$ cat config.mk
export PLATFORM = sky130hd
export DESIGN_NAME = bcs_regs
export DESIGN_NICKNAME = d
export VERILOG_FILES = /design/src/hw/bcs_pkg.sv /design/src/hw/bcs_regs.sv /design/src/hw/bcs_sync.sv
export SDC_FILE = /design/constraint.sdc
export NUM_CORES = 1
export LEC_CHECK = 0
export ABC_CLOCK_PERIOD_IN_PS = 4800
export BUFFER_PORTS_ARGS = -buffer_cell sky130_fd_sc_hd__buf_2
export CAP_MARGIN = 20
export CORE_MARGIN = 5
export CORE_UTILIZATION = 45
export DETAILED_ROUTE_END_ITERATION = 10
export HOLD_SLACK_MARGIN = 0.15
export PLACE_DENSITY = 0.67
export SLEW_MARGIN = 30
export SYNTH_ARGS = -nofsm -noshare
export SYNTH_HDL_FRONTEND = slang
export SYNTH_SLANG_ARGS = --single-unit
$ cat constraint.sdc
create_clock -name clk -period 4.8 [get_ports clk]
set_clock_uncertainty 0.05 [all_clocks]
set_input_delay 0.48 -clock clk [delete_from_list [all_inputs] [get_ports clk]]
set_output_delay 0.48 -clock clk [all_outputs]
set_load 0.01 [all_outputs]
$ cat src/hw/bcs_pkg.sv
// Constants and types shared by the board control and status register file.
// Assumes a host local bus chip-select region that decodes to this block.
package bcs_pkg;

	// ************************************************************
	// Bus geometry
	// ************************************************************
	localparam int unsigned BCS_ADDR_W   = 15;
	localparam int unsigned BCS_DATA_W   = 32;
	localparam int unsigned BCS_IDX_LSB  = 2;
	localparam int unsigned BCS_IDX_W    = 3;

	// ************************************************************
	// Register offsets, as word indexes within one 32-byte image
	// ************************************************************
	localparam logic [2:0] BCS_IDX_CFG  = 3'h0;
	localparam logic [2:0] BCS_IDX_CTL  = 3'h1;
	localparam logic [2:0] BCS_IDX_STAT = 3'h2;

	// ************************************************************
	// Implemented bits and power-on values
	// ************************************************************
	localparam logic [31:0] BCS_CFG_MASK  = 32'h0000_ffff;
	localparam logic [31:0] BCS_CFG_RESET = 32'h0000_0102;
	localparam logic [31:0] BCS_CTL_MASK  = 32'h0000_ff93;
	localparam logic [31:0] BCS_CTL_RESET = 32'h0000_fd90;

	// ************************************************************
	// Configuration word field positions
	// ************************************************************
	localparam int unsigned BCS_CFG_ARB     = 0;
	localparam int unsigned BCS_CFG_IPFX    = 1;
	localparam int unsigned BCS_CFG_BOOT_DISABLE    = 3;
	localparam int unsigned BCS_CFG_BPS_LO  = 4;
	localparam int unsigned BCS_CFG_ISB_LO  = 7;
	localparam int unsigned BCS_CFG_DBG_LO  = 9;
	localparam int unsigned BCS_CFG_DBP_LO  = 11;
	localparam int unsigned BCS_CFG_BDF_LO  = 13;

	// ************************************************************
	// Board control word field positions
	// ************************************************************
	localparam int unsigned BCS_CTL_FLASH_N = 0;
	localparam int unsigned BCS_CTL_DRAM_N  = 1;
	localparam int unsigned BCS_CTL_FCFG    = 4;
	localparam int unsigned BCS_CTL_SER1_N  = 7;
	localparam int unsigned BCS_CTL_CARD_N  = 8;
	localparam int unsigned BCS_CTL_VCC_LO  = 9;
	localparam int unsigned BCS_CTL_VPP_LO  = 10;
	localparam int unsigned BCS_CTL_HALF_N  = 12;
	localparam int unsigned BCS_CTL_SER2_N  = 13;
	localparam int unsigned BCS_CTL_SDRAM   = 14;
	localparam int unsigned BCS_CTL_VCC_HI  = 15;

	// ************************************************************
	// Status word field positions
	// ************************************************************
	localparam int unsigned BCS_ST_FLASH_LO = 0;
	localparam int unsigned BCS_ST_DRAM_LO  = 5;

	// ************************************************************
	// Carriers
	// ************************************************************
	typedef struct packed {
		logic                  cs;
		logic                  we;
		logic                  hreset;
		logic [14:0]           addr;
		logic [31:0]           wdata;
		logic [3:0]            flash_pd;
		logic [3:0]            dram_pd;
	} bcs_pins_type;

endpackage

$ cat src/hw/bcs_regs.sv
// Board control and status register file: configuration word, board
// control word and module presence status, plus hard-reset config drive.
// Assumes a host bus with chip select, write enable and a shared data bus
// whose level the surroundings resolve from data_out and data_oe.
//
// What this block does
// - Configuration word at offset zero, readable and writable except during hard reset.
// - Board control word at offset four, read/write, defaults at power-on.
// - Status word at offset eight is read only; writes ignored.
// - During hard reset with flash-config disabled, drive config word.
// - Config written now only reaches the processor at next hard reset.
// - Control bit 4 low stops config drive; flash supplies it; default 1.
// - Reserved config bits 2, 6, 15 stored and driven like others.
// - Config bits 0, 1, 3 arbitration, prefix, boot disable; 0, 1, 0.
// - Config bits 4-5 boot port size, default 00.
// - Config bits 7-8 initial map base, default 10.
// - Config bits 9-10 second card channel pin function, default 00.
// - Config bits 11-12 debug port location, default 00.
// - Config bits 13-14 bus clock divide factor, default 00.
// - Control bit 0 low maps flash in; default 0.
// - Control bit 1 low maps DRAM in; default 0.
// - Control bits 7, 13 low enable serial transceivers; default 1.
// - Control bit 8 low enables card socket buffers; default 1.
// - Control bits 9, 15 select card supply voltage; defaults 0, 1.
// - Control bits 10-11 select card programming voltage; default 11.
// - Control bit 12 low requests 16-bit DRAM; default 1.
// - Control bit 14 high enables SDRAM, low puts it in low power.
// - Status bits 0-3 flash detect, 5-8 DRAM detect, from socket.
// - Registers repeat throughout the whole chip-select region.
`timescale 1ns/1ps
module bcs_regs
	import bcs_pkg::*;
#(
	parameter int unsigned ADDR_W = BCS_ADDR_W
) (
	input  wire logic              clk,
	input  wire logic              arst_n,
	input  wire logic              bus_cs_n,
	input  wire logic              bus_we_n,
	input  wire logic [ADDR_W-1:0] bus_addr,
	input  wire logic [31:0]       data_in,
	output logic      [31:0]       data_out,
	output logic                   data_oe,
	input  wire logic              hard_reset_n,
	input  wire logic [3:0]        flash_type_detect,
	input  wire logic [3:0]        dram_size_delay_detect,
	output logic                   flash_enable_n,
	output logic                   dram_enable_n,
	output logic                   flash_config_enable_n,
	output logic                   serial_xcvr1_enable_n,
	output logic                   serial_xcvr2_enable_n,
	output logic                   card_socket_enable_n,
	output logic                   card_supply_sel_lo,
	output logic                   card_supply_sel_hi,
	output logic      [1:0]        card_prog_voltage_sel,
	output logic                   dram_half_word_n,
	output logic                   sync_dram_enable
);

	// ************************************************************
	// Pin synchronisation
	// ************************************************************
	bcs_pins_type pins_raw;
	bcs_pins_type pins_s;

	assign pins_raw.cs       = !bus_cs_n;
	assign pins_raw.we       = !bus_we_n;
	assign pins_raw.hreset   = !hard_reset_n;
	assign pins_raw.addr     = 15'(bus_addr);
	assign pins_raw.wdata    = data_in;
	assign pins_raw.flash_pd = flash_type_detect;
	assign pins_raw.dram_pd  = dram_size_delay_detect;

	// Address and data are assumed stable while select is held, so the
	// per-bit synchronisers cannot tear a word once select is seen.
	bcs_sync #(
		.WIDTH ($bits(bcs_pins_type)),
		.INIT  ('0)
	) u_sync (
		.clk    (clk),
		.arst_n (arst_n),
		.d      (pins_raw),
		.q      (pins_s)
	);

	// ************************************************************
	// State
	// ************************************************************
	logic [31:0] cfg_q;
	logic [31:0] cfg_d;
	logic [31:0] ctl_q;
	logic [31:0] ctl_d;
	logic [31:0] snap_q;
	logic [31:0] snap_d;
	logic [31:0] dout_q;
	logic [31:0] dout_d;
	logic        oe_q;
	logic        oe_d;
	logic        cs_q;
	logic        hr_q;

	// ************************************************************
	// Decode
	// ************************************************************
	wire [2:0]  idx      = pins_s.addr[BCS_IDX_LSB +: BCS_IDX_W];
	wire        cs_rise  = pins_s.cs && !cs_q;
	wire        hr_rise  = pins_s.hreset && !hr_q;
	wire        wr_ev    = cs_rise && pins_s.we && !pins_s.hreset;
	wire        rd_act   = pins_s.cs && !pins_s.we && !pins_s.hreset;
	wire        hit_cfg  = idx == BCS_IDX_CFG;
	wire        hit_ctl  = idx == BCS_IDX_CTL;
	wire        hit_stat = idx == BCS_IDX_STAT;
	wire        drive_en = pins_s.hreset && ctl_q[BCS_CTL_FCFG];

	wire [31:0] stat_w   = {23'h0,
		pins_s.dram_pd, 1'b0, pins_s.flash_pd};

	// Index three upward and status holes read as zero.
	wire [31:0] rd_mux   = hit_cfg  ? cfg_q :
	                       hit_ctl  ? ctl_q :
	                       hit_stat ? stat_w : 32'h0;

	// ************************************************************
	// Next-state
	// ************************************************************
	assign cfg_d = (wr_ev && hit_cfg) ?
		(pins_s.wdata & BCS_CFG_MASK) : cfg_q;
	assign ctl_d = (wr_ev && hit_ctl) ?
		(pins_s.wdata & BCS_CTL_MASK) : ctl_q;
	// Status offset has no storage, so a write there changes nothing.

	// Snapshot taken on entry to hard reset; later writes wait for the
	// next hard reset before the processor sees them.
	assign snap_d = hr_rise ? cfg_q : snap_q;

	// Hard-reset drive takes priority; reads are refused during it.
	assign oe_d   = drive_en || rd_act;
	assign dout_d = drive_en ? (hr_rise ? cfg_q : snap_q) :
	                rd_act   ? rd_mux : 32'h0;

	// ************************************************************
	// Registers
	// ************************************************************
	// Power-on values:
	always_ff @(posedge clk or negedge arst_n) begin
		if (!arst_n) begin
			cfg_q <= BCS_CFG_RESET;
			ctl_q <= BCS_CTL_RESET;
		end else begin
			cfg_q <= cfg_d;
			ctl_q <= ctl_d;
		end
	end

	always_ff @(posedge clk or negedge arst_n) begin
		if (!arst_n) begin
			snap_q <= BCS_CFG_RESET;
			cs_q   <= 1'b0;
			hr_q   <= 1'b0;
		end else begin
			snap_q <= snap_d;
			cs_q   <= pins_s.cs;
			hr_q   <= pins_s.hreset;
		end
	end

	always_ff @(posedge clk or negedge arst_n) begin
		if (!arst_n) begin
			dout_q <= 32'h0;
			oe_q   <= 1'b0;
		end else begin
			dout_q <= dout_d;
			oe_q   <= oe_d;
		end
	end

	// ************************************************************
	// Outputs, all straight from flops
	// ************************************************************
	assign data_out              = dout_q;
	assign data_oe               = oe_q;
	assign flash_enable_n        = ctl_q[BCS_CTL_FLASH_N];
	assign dram_enable_n         = ctl_q[BCS_CTL_DRAM_N];
	assign flash_config_enable_n = ctl_q[BCS_CTL_FCFG];
	assign serial_xcvr1_enable_n = ctl_q[BCS_CTL_SER1_N];
	assign serial_xcvr2_enable_n = ctl_q[BCS_CTL_SER2_N];
	assign card_socket_enable_n  = ctl_q[BCS_CTL_CARD_N];
	assign card_supply_sel_lo    = ctl_q[BCS_CTL_VCC_LO];
	assign card_supply_sel_hi    = ctl_q[BCS_CTL_VCC_HI];
	assign card_prog_voltage_sel =
		ctl_q[BCS_CTL_VPP_LO +: 2];
	assign dram_half_word_n      = ctl_q[BCS_CTL_HALF_N];
	assign sync_dram_enable      = ctl_q[BCS_CTL_SDRAM];

	// ************************************************************
	// Checks
	// ************************************************************
	cfg_write_a: assert property (
		@(posedge clk) disable iff (!arst_n)
		(wr_ev && hit_cfg) |=>
			cfg_q == ($past(pins_s.wdata) & BCS_CFG_MASK))
		else $error("config write not stored");

	ctl_write_a: assert property (
		@(posedge clk) disable iff (!arst_n)
		(wr_ev && hit_ctl) |=>
			ctl_q == ($past(pins_s.wdata) & BCS_CTL_MASK))
		else $error("control write not stored");

	stat_ro_a: assert property (
		@(posedge clk) disable iff (!arst_n)
		(wr_ev && hit_stat) |=> $stable(cfg_q) && $stable(ctl_q))
		else $error("status write changed a register");

	hr_drive_a: assert property (
		@(posedge clk) disable iff (!arst_n)
		(pins_s.hreset && hr_q && ctl_q[BCS_CTL_FCFG]) |=>
			oe_q && dout_q == $past(snap_q))
		else $error("config word not driven in hard reset");

	hr_snap_a: assert property (
		@(posedge clk) disable iff (!arst_n)
		(pins_s.hreset && hr_q) |=> $stable(snap_q) || !hr_q)
		else $error("driven config changed inside hard reset");

	hr_quiet_a: assert property (
		@(posedge clk) disable iff (!arst_n)
		(pins_s.hreset && !ctl_q[BCS_CTL_FCFG]) |=> !oe_q)
		else $error("config driven while flash supplies it");

	stat_read_a: assert property (
		@(posedge clk) disable iff (!arst_n)
		(rd_act && hit_stat) |=>
			oe_q && dout_q == {23'h0, $past(pins_s.dram_pd),
				1'b0, $past(pins_s.flash_pd)})
		else $error("status read wrong");

	unimpl_a: assert property (
		@(posedge clk) disable iff (!arst_n)
		((cfg_q & ~BCS_CFG_MASK) == 32'h0) &&
		((ctl_q & ~BCS_CTL_MASK) == 32'h0))
		else $error("unimplemented bit set");

	mirror_a: assert property (
		@(posedge clk) disable iff (!arst_n)
		(rd_act && hit_ctl && pins_s.addr[14:5] != 10'h0) |=>
			dout_q == $past(ctl_q))
		else $error("register image not repeated");

	cfg_read_a: assert property (
		@(posedge clk) disable iff (!arst_n)
		(rd_act && hit_cfg) |=> oe_q && dout_q == $past(cfg_q))
		else $error("config read wrong");

	ctl_read_a: assert property (
		@(posedge clk) disable iff (!arst_n)
		(rd_act && hit_ctl) |=> oe_q && dout_q == $past(ctl_q))
		else $error("control read wrong");

	cfg_hold_a: assert property (
		@(posedge clk) disable iff (!arst_n)
		!(wr_ev && hit_cfg) |=> $stable(cfg_q))
		else $error("config changed without a write");

	ctl_hold_a: assert property (
		@(posedge clk) disable iff (!arst_n)
		!(wr_ev && hit_ctl) |=> $stable(ctl_q))
		else $error("control changed without a write");

	// Refused writes keep the word the processor will see.
	hr_refuse_a: assert property (
		@(posedge clk) disable iff (!arst_n)
		pins_s.hreset |=> $stable(cfg_q) && $stable(ctl_q))
		else $error("register written during hard reset");

	snap_load_a: assert property (
		@(posedge clk) disable iff (!arst_n)
		hr_rise |=> snap_q == $past(cfg_q))
		else $error("snapshot not taken on hard reset entry");

	hr_entry_a: assert property (
		@(posedge clk) disable iff (!arst_n)
		(hr_rise && ctl_q[BCS_CTL_FCFG]) |=>
			oe_q && dout_q == $past(cfg_q))
		else $error("config word not driven on hard reset entry");

	// Bus released when idle; another driver may own it then.
	bus_quiet_a: assert property (
		@(posedge clk) disable iff (!arst_n)
		(!pins_s.cs && !pins_s.hreset) |=>
			!oe_q && dout_q == 32'h0)
		else $error("data bus driven while idle");

	hole_read_a: assert property (
		@(posedge clk) disable iff (!arst_n)
		(rd_act && !hit_cfg && !hit_ctl && !hit_stat) |=>
			oe_q && dout_q == 32'h0)
		else $error("unused register image not zero");

endmodule

$ cat src/hw/bcs_sync.sv
// Two-stage synchroniser for a bundle of pin inputs.
// Assumes the bundle is a plain bit vector; only the second stage is read.
`timescale 1ns/1ps
module bcs_sync #(
	parameter int unsigned WIDTH = 8,
	parameter logic [WIDTH-1:0] INIT = '0
) (
	input  wire logic             clk,
	input  wire logic             arst_n,
	input  wire logic [WIDTH-1:0] d,
	output logic      [WIDTH-1:0] q
);

	logic [WIDTH-1:0] meta_q;

	// ************************************************************
	// Two flops, the first read only by the second
	// ************************************************************
	always_ff @(posedge clk or negedge arst_n) begin
		if (!arst_n) begin
			meta_q <= INIT;
			q      <= INIT;
		end else begin
			meta_q <= d;
			q      <= meta_q;
		end
	end

endmodule

==> out/metrics.csv, run 1 <==
metric,value,unit
status,completed,
synth_seq_area_share,74.4,%
final_nets,484,
drt_iter0_drc,173,
io_buffer_count,76,
comb_power_share,6.6,%
clk_latency,0.41,ns
synth_common_cells,"dfrtp_1 (142), mux2_2 (33), and2_1 (17), mux2i_1 (17), and3_1 (16)",
ys_warn_count,0,
grt_pass1_vias,3076,
worstSetupEndpointType,flop,
syn-num-nets,373,
place_inst,516,
grt_pass1_wl,15.7,mm
cts_max_level,4,
setup_violations,0,
clkPwrFrac,45.1,%
synth.most_common_cell,dfrtp_1,
yosys_most_used_dff,dfrtp_1,
postSynth.asyncResetShare,100,%
post-route-util,58.7,%
reg2reg_to,ctl_q[1],
hold-path-endpoint,u_sync.meta_q[56],
ir_worst_vdd,0.000376,V
grt_max_degree,112,
whs_path_depth,2,
syn_area_per_cell,16.7,sq um
hp-start,bus_we_n,
fillers,903,
relSlewSlack,40.3,%
wire_per_inst,15.8,microns
globalRouteOverflowTotal,0,
ff2ff_setup_slack,2.26,ns
dp_hpwl,5.55,mm
max_freq,394,MHz
min_path_type,in -> reg,
drt-pass1-iter-count,4,
syn_inst,313,
critPathMaxStageDelay,0.90,ns
worst_pin_slew,0.890,ns
synth-seq-cells,155,
root_buffer,clkbuf_16,
cts_resized,0,
path_class,reg -> reg,
worstPathArrival,2.78,ns
initial_utilization,45.8,%
hold_viol,0,
switchingPower,0.000652,W
p_seq_share,48.3,%
max_cap_violations,0,
row_count,39,
n_antenna_cell,0,
die_height,118,microns
core,11400,sq um
synth.top_cell.area_share,67.9,%
period_share,52.9,%
wl,9.18,mm
gp_congestion,0.725,
dieWidth,118,microns
path_clk_slew,0.06,ns
finalSetupTns,0,ns
p_sw_share,21.6,%
post-place-ws,2.19,ns
ant_nets,0,
critPathSlowestCell,dfrtp_1,
drive_above_1_share,39.6,%
cts_sinks,155,
cp_data_required_time,5.04,ns
power_leakage,3.42,nW
drv_slew,0,
p_per_area,449,nW/um^2
antenna_found_initial,0,
r2r-start,u_sync.q[42],
fin_ws,2.26,ns
area_growth,28.0,%
dr_total_vias,2801,
synth_edf_count,0,
layout.cells.non_filler,580,
synthTopCellsByArea,"dfrtp_1 (68%), mux2_2 (7.1%), dfstp_2 (6.5%)",
crit_chain,nand4b_1 -> mux2_1,
avgViaCountPerCell,4.83,
pin_count,105,
ff2ff_path_depth,2,
startpoint_type,flop,
path_max_fanout,20,
ys_types,29,
cts_tree,built,
grtUsageTotal,14.4,%
grt_setup_unrepaired,no,
cts_buffers,17,
synth_area,5240,sq um
clockBufferDepth,2,
cts_setup_buffers,0,
yosysTopAreaCell,dfrtp_1,
internal-power,0.00236,W
min_period,2.54,ns
drc,0,
die-area,13900,sq um
[critical path, delay by kind of cell, from the launching register on]
kind	cells	cell delay, ns
DFF	1	0.90
and+or+nand+nor	1	0.87
muxes	1	0.59
[metal layers]
metal | share of wire (%) | routed length [microns] | track usage [%]
met5 | 0 | 0 | 0
met4 | 1.4 | 124 | 5.45
met3 | 5.1 | 471 | 5.53
met2 | 48 | 4410 | 21.5
met1 | 45 | 4170 | 19.0
[cell families (layout without fill, tap and decap cells)]
family | Yosys count | in the layout | share of synthesized area, %
and+or+nand+nor | 52 | 52 | 6.53
AOI/OAI and AO/OA | 20 | 20 | 3.30
buffers and inverters | 25 | 149 | 2.34
muxes | 61 | 61 | 13.4
DFF | 155 | 155 | 74.4
[stage by stage]
step                cell area, sq um  hold WS [ns]  power, W
floorplan                       5240         0.134   0.00157
detailed placement              5720         0.285   0.00166
finish                          6700         0.177   0.00301
global route                    6700         0.170   0.00314
global placement                5720         0.281   0.00164
CTS                             6630         0.156   0.00305
[power groups by stage]
stage / registers, W / clock network, W / logic (W)
2_1_floorplan: 0.00147 / 0 / 0.000102
3_3_place_gp: 0.00147 / 0 / 0.000172
3_5_place_dp: 0.00148 / 0 / 0.000179
4_1_cts: 0.00145 / 0.00139 / 0.000198
5_1_grt: 0.00147 / 0.00145 / 0.000223
6_report: 0.00145 / 0.00136 / 0.000199
[placed cells by master, fill, tap and decap left out, types with 2 or more instances in the layout]
cell	instances
buf_2	75
clkinv_4	4
dfstp_2	13
mux2_4	10
and3_1	16
clkbuf_8	3
nor3_1	4
bufinv_16	3
nor2_1	4
nand2_1	2
a211o_1	4
clkbuf_16	17
clkinvlp_4	3
o2bb2ai_1	11
inv_1	7
and2_1	16
dlygate4sd3_1	30
a2111oi_0	4
mux2_2	33
buf_4	2
dfrtp_1	142
clkinv_2	2
buf_16	2
mux2i_1	17
[cell type report]
cell class                      count  area (sq um)  area share (%)
Tap cell                          143           179            2.67
Multi-Input combinational cell    133          1220            18.2
Clock inverter                     13           166            2.48
Sequential cell                   155          3890            58.1
Clock buffer                       19           453            6.76
Inverter                            7          26.3           0.392
Timing Repair Buffer              110           759            11.3
[sequential cells by signal, summed over array words and instances (netlist names)]
name	count
snap_q	32
data_out	32
hr_q	1
data_oe	1
ctl_q	12
cs_q	1
u_sync.meta_q	30
cfg_q	16
u_sync.q	30
[how the worst max path moves through the flow]
stage	endpoint	from
global route	ctl_q[1]	u_sync.q[42]
finish	ctl_q[1]	u_sync.q[42]
detailed placement	ctl_q[1]	u_sync.q[42]
global placement	ctl_q[1]	u_sync.q[42]
CTS	ctl_q[1]	u_sync.q[42]
floorplan	cfg_q[10]	u_sync.q[43]
[timing repair]
item                                   in CTS  in global routing
endpoints found under the hold margin      29                 48
setup endpoints to repair                   0                  0
hold buffers                               29                  1
Power figures use the tool's default switching activity.
==> run 2, diff against run 1 <==
- ABC_AREA: not set -> 1
- ABC_CLOCK_PERIOD_IN_PS: 4800 -> 2500
- clock period: 4.8 -> 2.5 ns (I/O delays scaled with it)
==> run 2 against run 1 <==
Against the previous run: sequential share of layout area down 2.9 points; worst hold slack better by 0.0054 ns; worst setup slack worse by 1.6 ns; power up 89%; global-route usage up 0.70 points; synthesized cell count up 58%; sequential power up 92%; core utilization down 2.1 points; flip-flop and latch count unchanged; clock-buffer cell count unchanged; largest power group unchanged; critical endpoint is now data_out[7]; non-clock buffer count up 3; highest routed layer unchanged; design area up 5.3%.
==> out/metrics.csv, run 2 <==
metric,value,unit,change
root_buffer,clkbuf_16,,unchanged
crit_chain,nand2_1 -> buf_4 -> nand2_1 -> o211ai_1 -> nand2_1,,was nand4b_1 -> mux2_1
grt_max_degree,93,,was 112
cts_max_level,4,,unchanged
yosys_most_used_dff,dfrtp_1,,unchanged
max_freq,543,MHz,was 394 MHz
setup_violations,0,,unchanged
drv_slew,0,,unchanged
cp_data_required_time,2.74,ns,was 5.04 ns
drt-pass1-iter-count,4,,unchanged
synth_area,5660,sq um,was 5240 sq um
final_nets,668,,was 484
dp_hpwl,6.62,mm,was 5.55 mm
cts_resized,0,,unchanged
globalRouteOverflowTotal,0,,unchanged
hold_viol,0,,unchanged
syn_inst,496,,was 313
die-area,14900,sq um,was 13900 sq um
avgViaCountPerCell,4.51,,was 4.83
critPathMaxStageDelay,0.54,ns,was 0.90 ns
worst_pin_slew,0.844,ns,was 0.890 ns
syn_area_per_cell,11.4,sq um,was 16.7 sq um
clk_latency,0.41,ns,about the same
power_leakage,3.76,nW,was 3.42 nW
worstSetupEndpointType,flop,,unchanged
min_period,1.84,ns,was 2.54 ns
synth.top_cell.area_share,62.8,%,was 67.9%
min_path_type,in -> async,,was in -> reg
startpoint_type,flop,,unchanged
postSynth.asyncResetShare,100,%,unchanged
initial_utilization,45.4,%,was 45.8%
synth_edf_count,0,,unchanged
core,12500,sq um,was 11400 sq um
grt_setup_unrepaired,no,,unchanged
ant_nets,0,,unchanged
grtUsageTotal,15.1,%,was 14.4%
cts_buffers,17,,unchanged
ys_types,22,,was 29
ys_warn_count,0,,unchanged
dr_total_vias,3561,,was 2801
row_count,41,,was 39
status,completed,,unchanged
area_growth,24.7,%,was 28.0%
p_per_area,807,nW/um^2,was 449 nW/um^2
synthTopCellsByArea,"dfrtp_1 (63%), nand2_1 (7.2%), dfstp_2 (6.0%)",,"was dfrtp_1 (68%), mux2_2 (7.1%), dfstp_2 (6.5%)"
worst_path_most_repeated_cell,nand2_1,,
place_inst,730,,was 516
yosysTopAreaCell,dfrtp_1,,unchanged
drc,0,,unchanged
max_cap_violations,0,,unchanged
io_buffer_count,76,,unchanged
ir_worst_vdd,0.000432,V,was 0.000376 V
path_max_fanout,28,,was 20
antenna_found_initial,0,,unchanged
cts_tree,built,,unchanged
synth_common_cells,"dfrtp_1 (142), nand2_1 (108), inv_1 (75)",,"was dfrtp_1 (142), mux2_2 (33), and2_1 (17), mux2i_1 (17), and3_1 (16)"
grt_pass1_wl,17.3,mm,was 15.7 mm
dieWidth,122,microns,was 118 microns
clockBufferDepth,2,,unchanged
synth_seq_area_share,68.9,%,was 74.4%
hold_buffers,31,,was 29
synth-seq-cells,155,,unchanged
path_class,reg -> reg,,unchanged
total_power,0.00569,W,was 0.00301 W
cts_setup_buffers,0,,unchanged
drive_above_1_share,28.0,%,was 39.6%
syn-num-nets,556,,was 373
die_height,122,microns,was 118 microns
pin_count,105,,unchanged
gp_congestion,0.806,,was 0.725
grt_pass1_vias,3584,,was 3076
n_antenna_cell,0,,unchanged
relSlewSlack,43.7,%,was 40.3%
wl,10.1,mm,was 9.18 mm
critPathSlowestCell,nand2_1,,was dfrtp_1
cts_sinks,155,,unchanged
wire_per_inst,12.8,microns,was 15.8 microns
path_clk_slew,0.06,ns,about the same
layout.cells.non_filler,790,,was 580
synth.most_common_cell,dfrtp_1,,unchanged
final_cell_mix,"dfrtp_1 (142), nand2_1 (108), inv_1 (75), buf_2 (75), nand3_1 (36)",,"was dfrtp_1 (142), buf_2 (75), mux2_2 (33)"
layout_commonest_cell,dfrtp_1,,unchanged
worstPathArrival,2.09,ns,was 2.78 ns
drt_iter0_drc,134,,was 173
finalSetupTns,0,ns,unchanged
period_share,73.6,%,was 52.9%
[run 2: cell types whose count changed after synthesis, moves of 17 or more]
cell     previous run  this run
o21ai_2             0        24
mux2i_1            17         0
inv_1               7        75
mux2_2             33         0
nand2_1             2       108
and2_1             17         0
nand3_1             0        36
[run 2: stage by stage]
| stage | setup slack (ns) | util, % | cell area [sq um] | hold WS (ns) |
|---|---|---|---|---|
| floorplan | 1.28 | - | 5660 | -0.0956 |
| global placement | 0.732 | 49.5 | 6170 | 0.0351 |
| detailed placement | 0.672 | 49.5 | 6170 | 0.0377 |
| CTS | 0.653 | 56.6 | 7050 | 0.161 |
| global route | 0.516 | 56.6 | 7050 | 0.179 |
| finish | 0.659 | 56.6 | 7050 | 0.183 |
[run 2: cell type report]
type,count,area [sq um]
multi-input combinational,242,1310
fill,1054,5410
clock inverter,10,120
clock buffer,19,453
inverter,79,302
tap,172,215
sequential,155,3890
timing repair buffer,113,754
[run 2: cells by family after synthesis]
group           Yosys count  synth area share [%]
buf+inv                  99                  7.90
flops                   155                  68.9
simple gates            181                  14.8
compound gates           61                  8.41
[run 2: power breakdown]
group | leakage [nW] | internal, W | switching, W | total (W)
Combinational | 1.56 | 0.000183 | 0.000257 | 0.000441
Clock | 0.265 | 0.00151 | 0.000961 | 0.00247
Sequential | 1.93 | 0.00268 | 0.000101 | 0.00279
Total | 3.76 | 0.00437 | 0.00132 | 0.00569
[run 2: worst paths after layout]
check	from	end	slack, ns	cells past startpoint
worst max-delay path	u_sync.q[55]	data_out[7]	0.66	5
worst min-delay path	arst_n	data_out[17]	0.18	2
worst max register to register	u_sync.q[55]	data_out[7]	0.66	5
worst min register to register	u_sync.meta_q[22]	u_sync.q[22]	0.30	0
max in group asynchronous	arst_n	cfg_q[2]	1.39	3
min in group clk	u_sync.meta_q[22]	u_sync.q[22]	0.30	0
[run 2: critical path: cells and delay by family, from the launching register on]
kind	cells	cell delay [ns]
compound gates	1	0.10
buf+inv	1	0.40
flops	1	0.41
simple gates	3	0.75
[run 2: metal layers]
metal  vias to the layer above  track usage (%)  wire (microns)
met2                        90             22.7            4740
met3                        16             5.11             569
met5                         -                0               0
li1                       1766                -               -
met1                      1689             20.5            4620
met4                         0             5.46             167
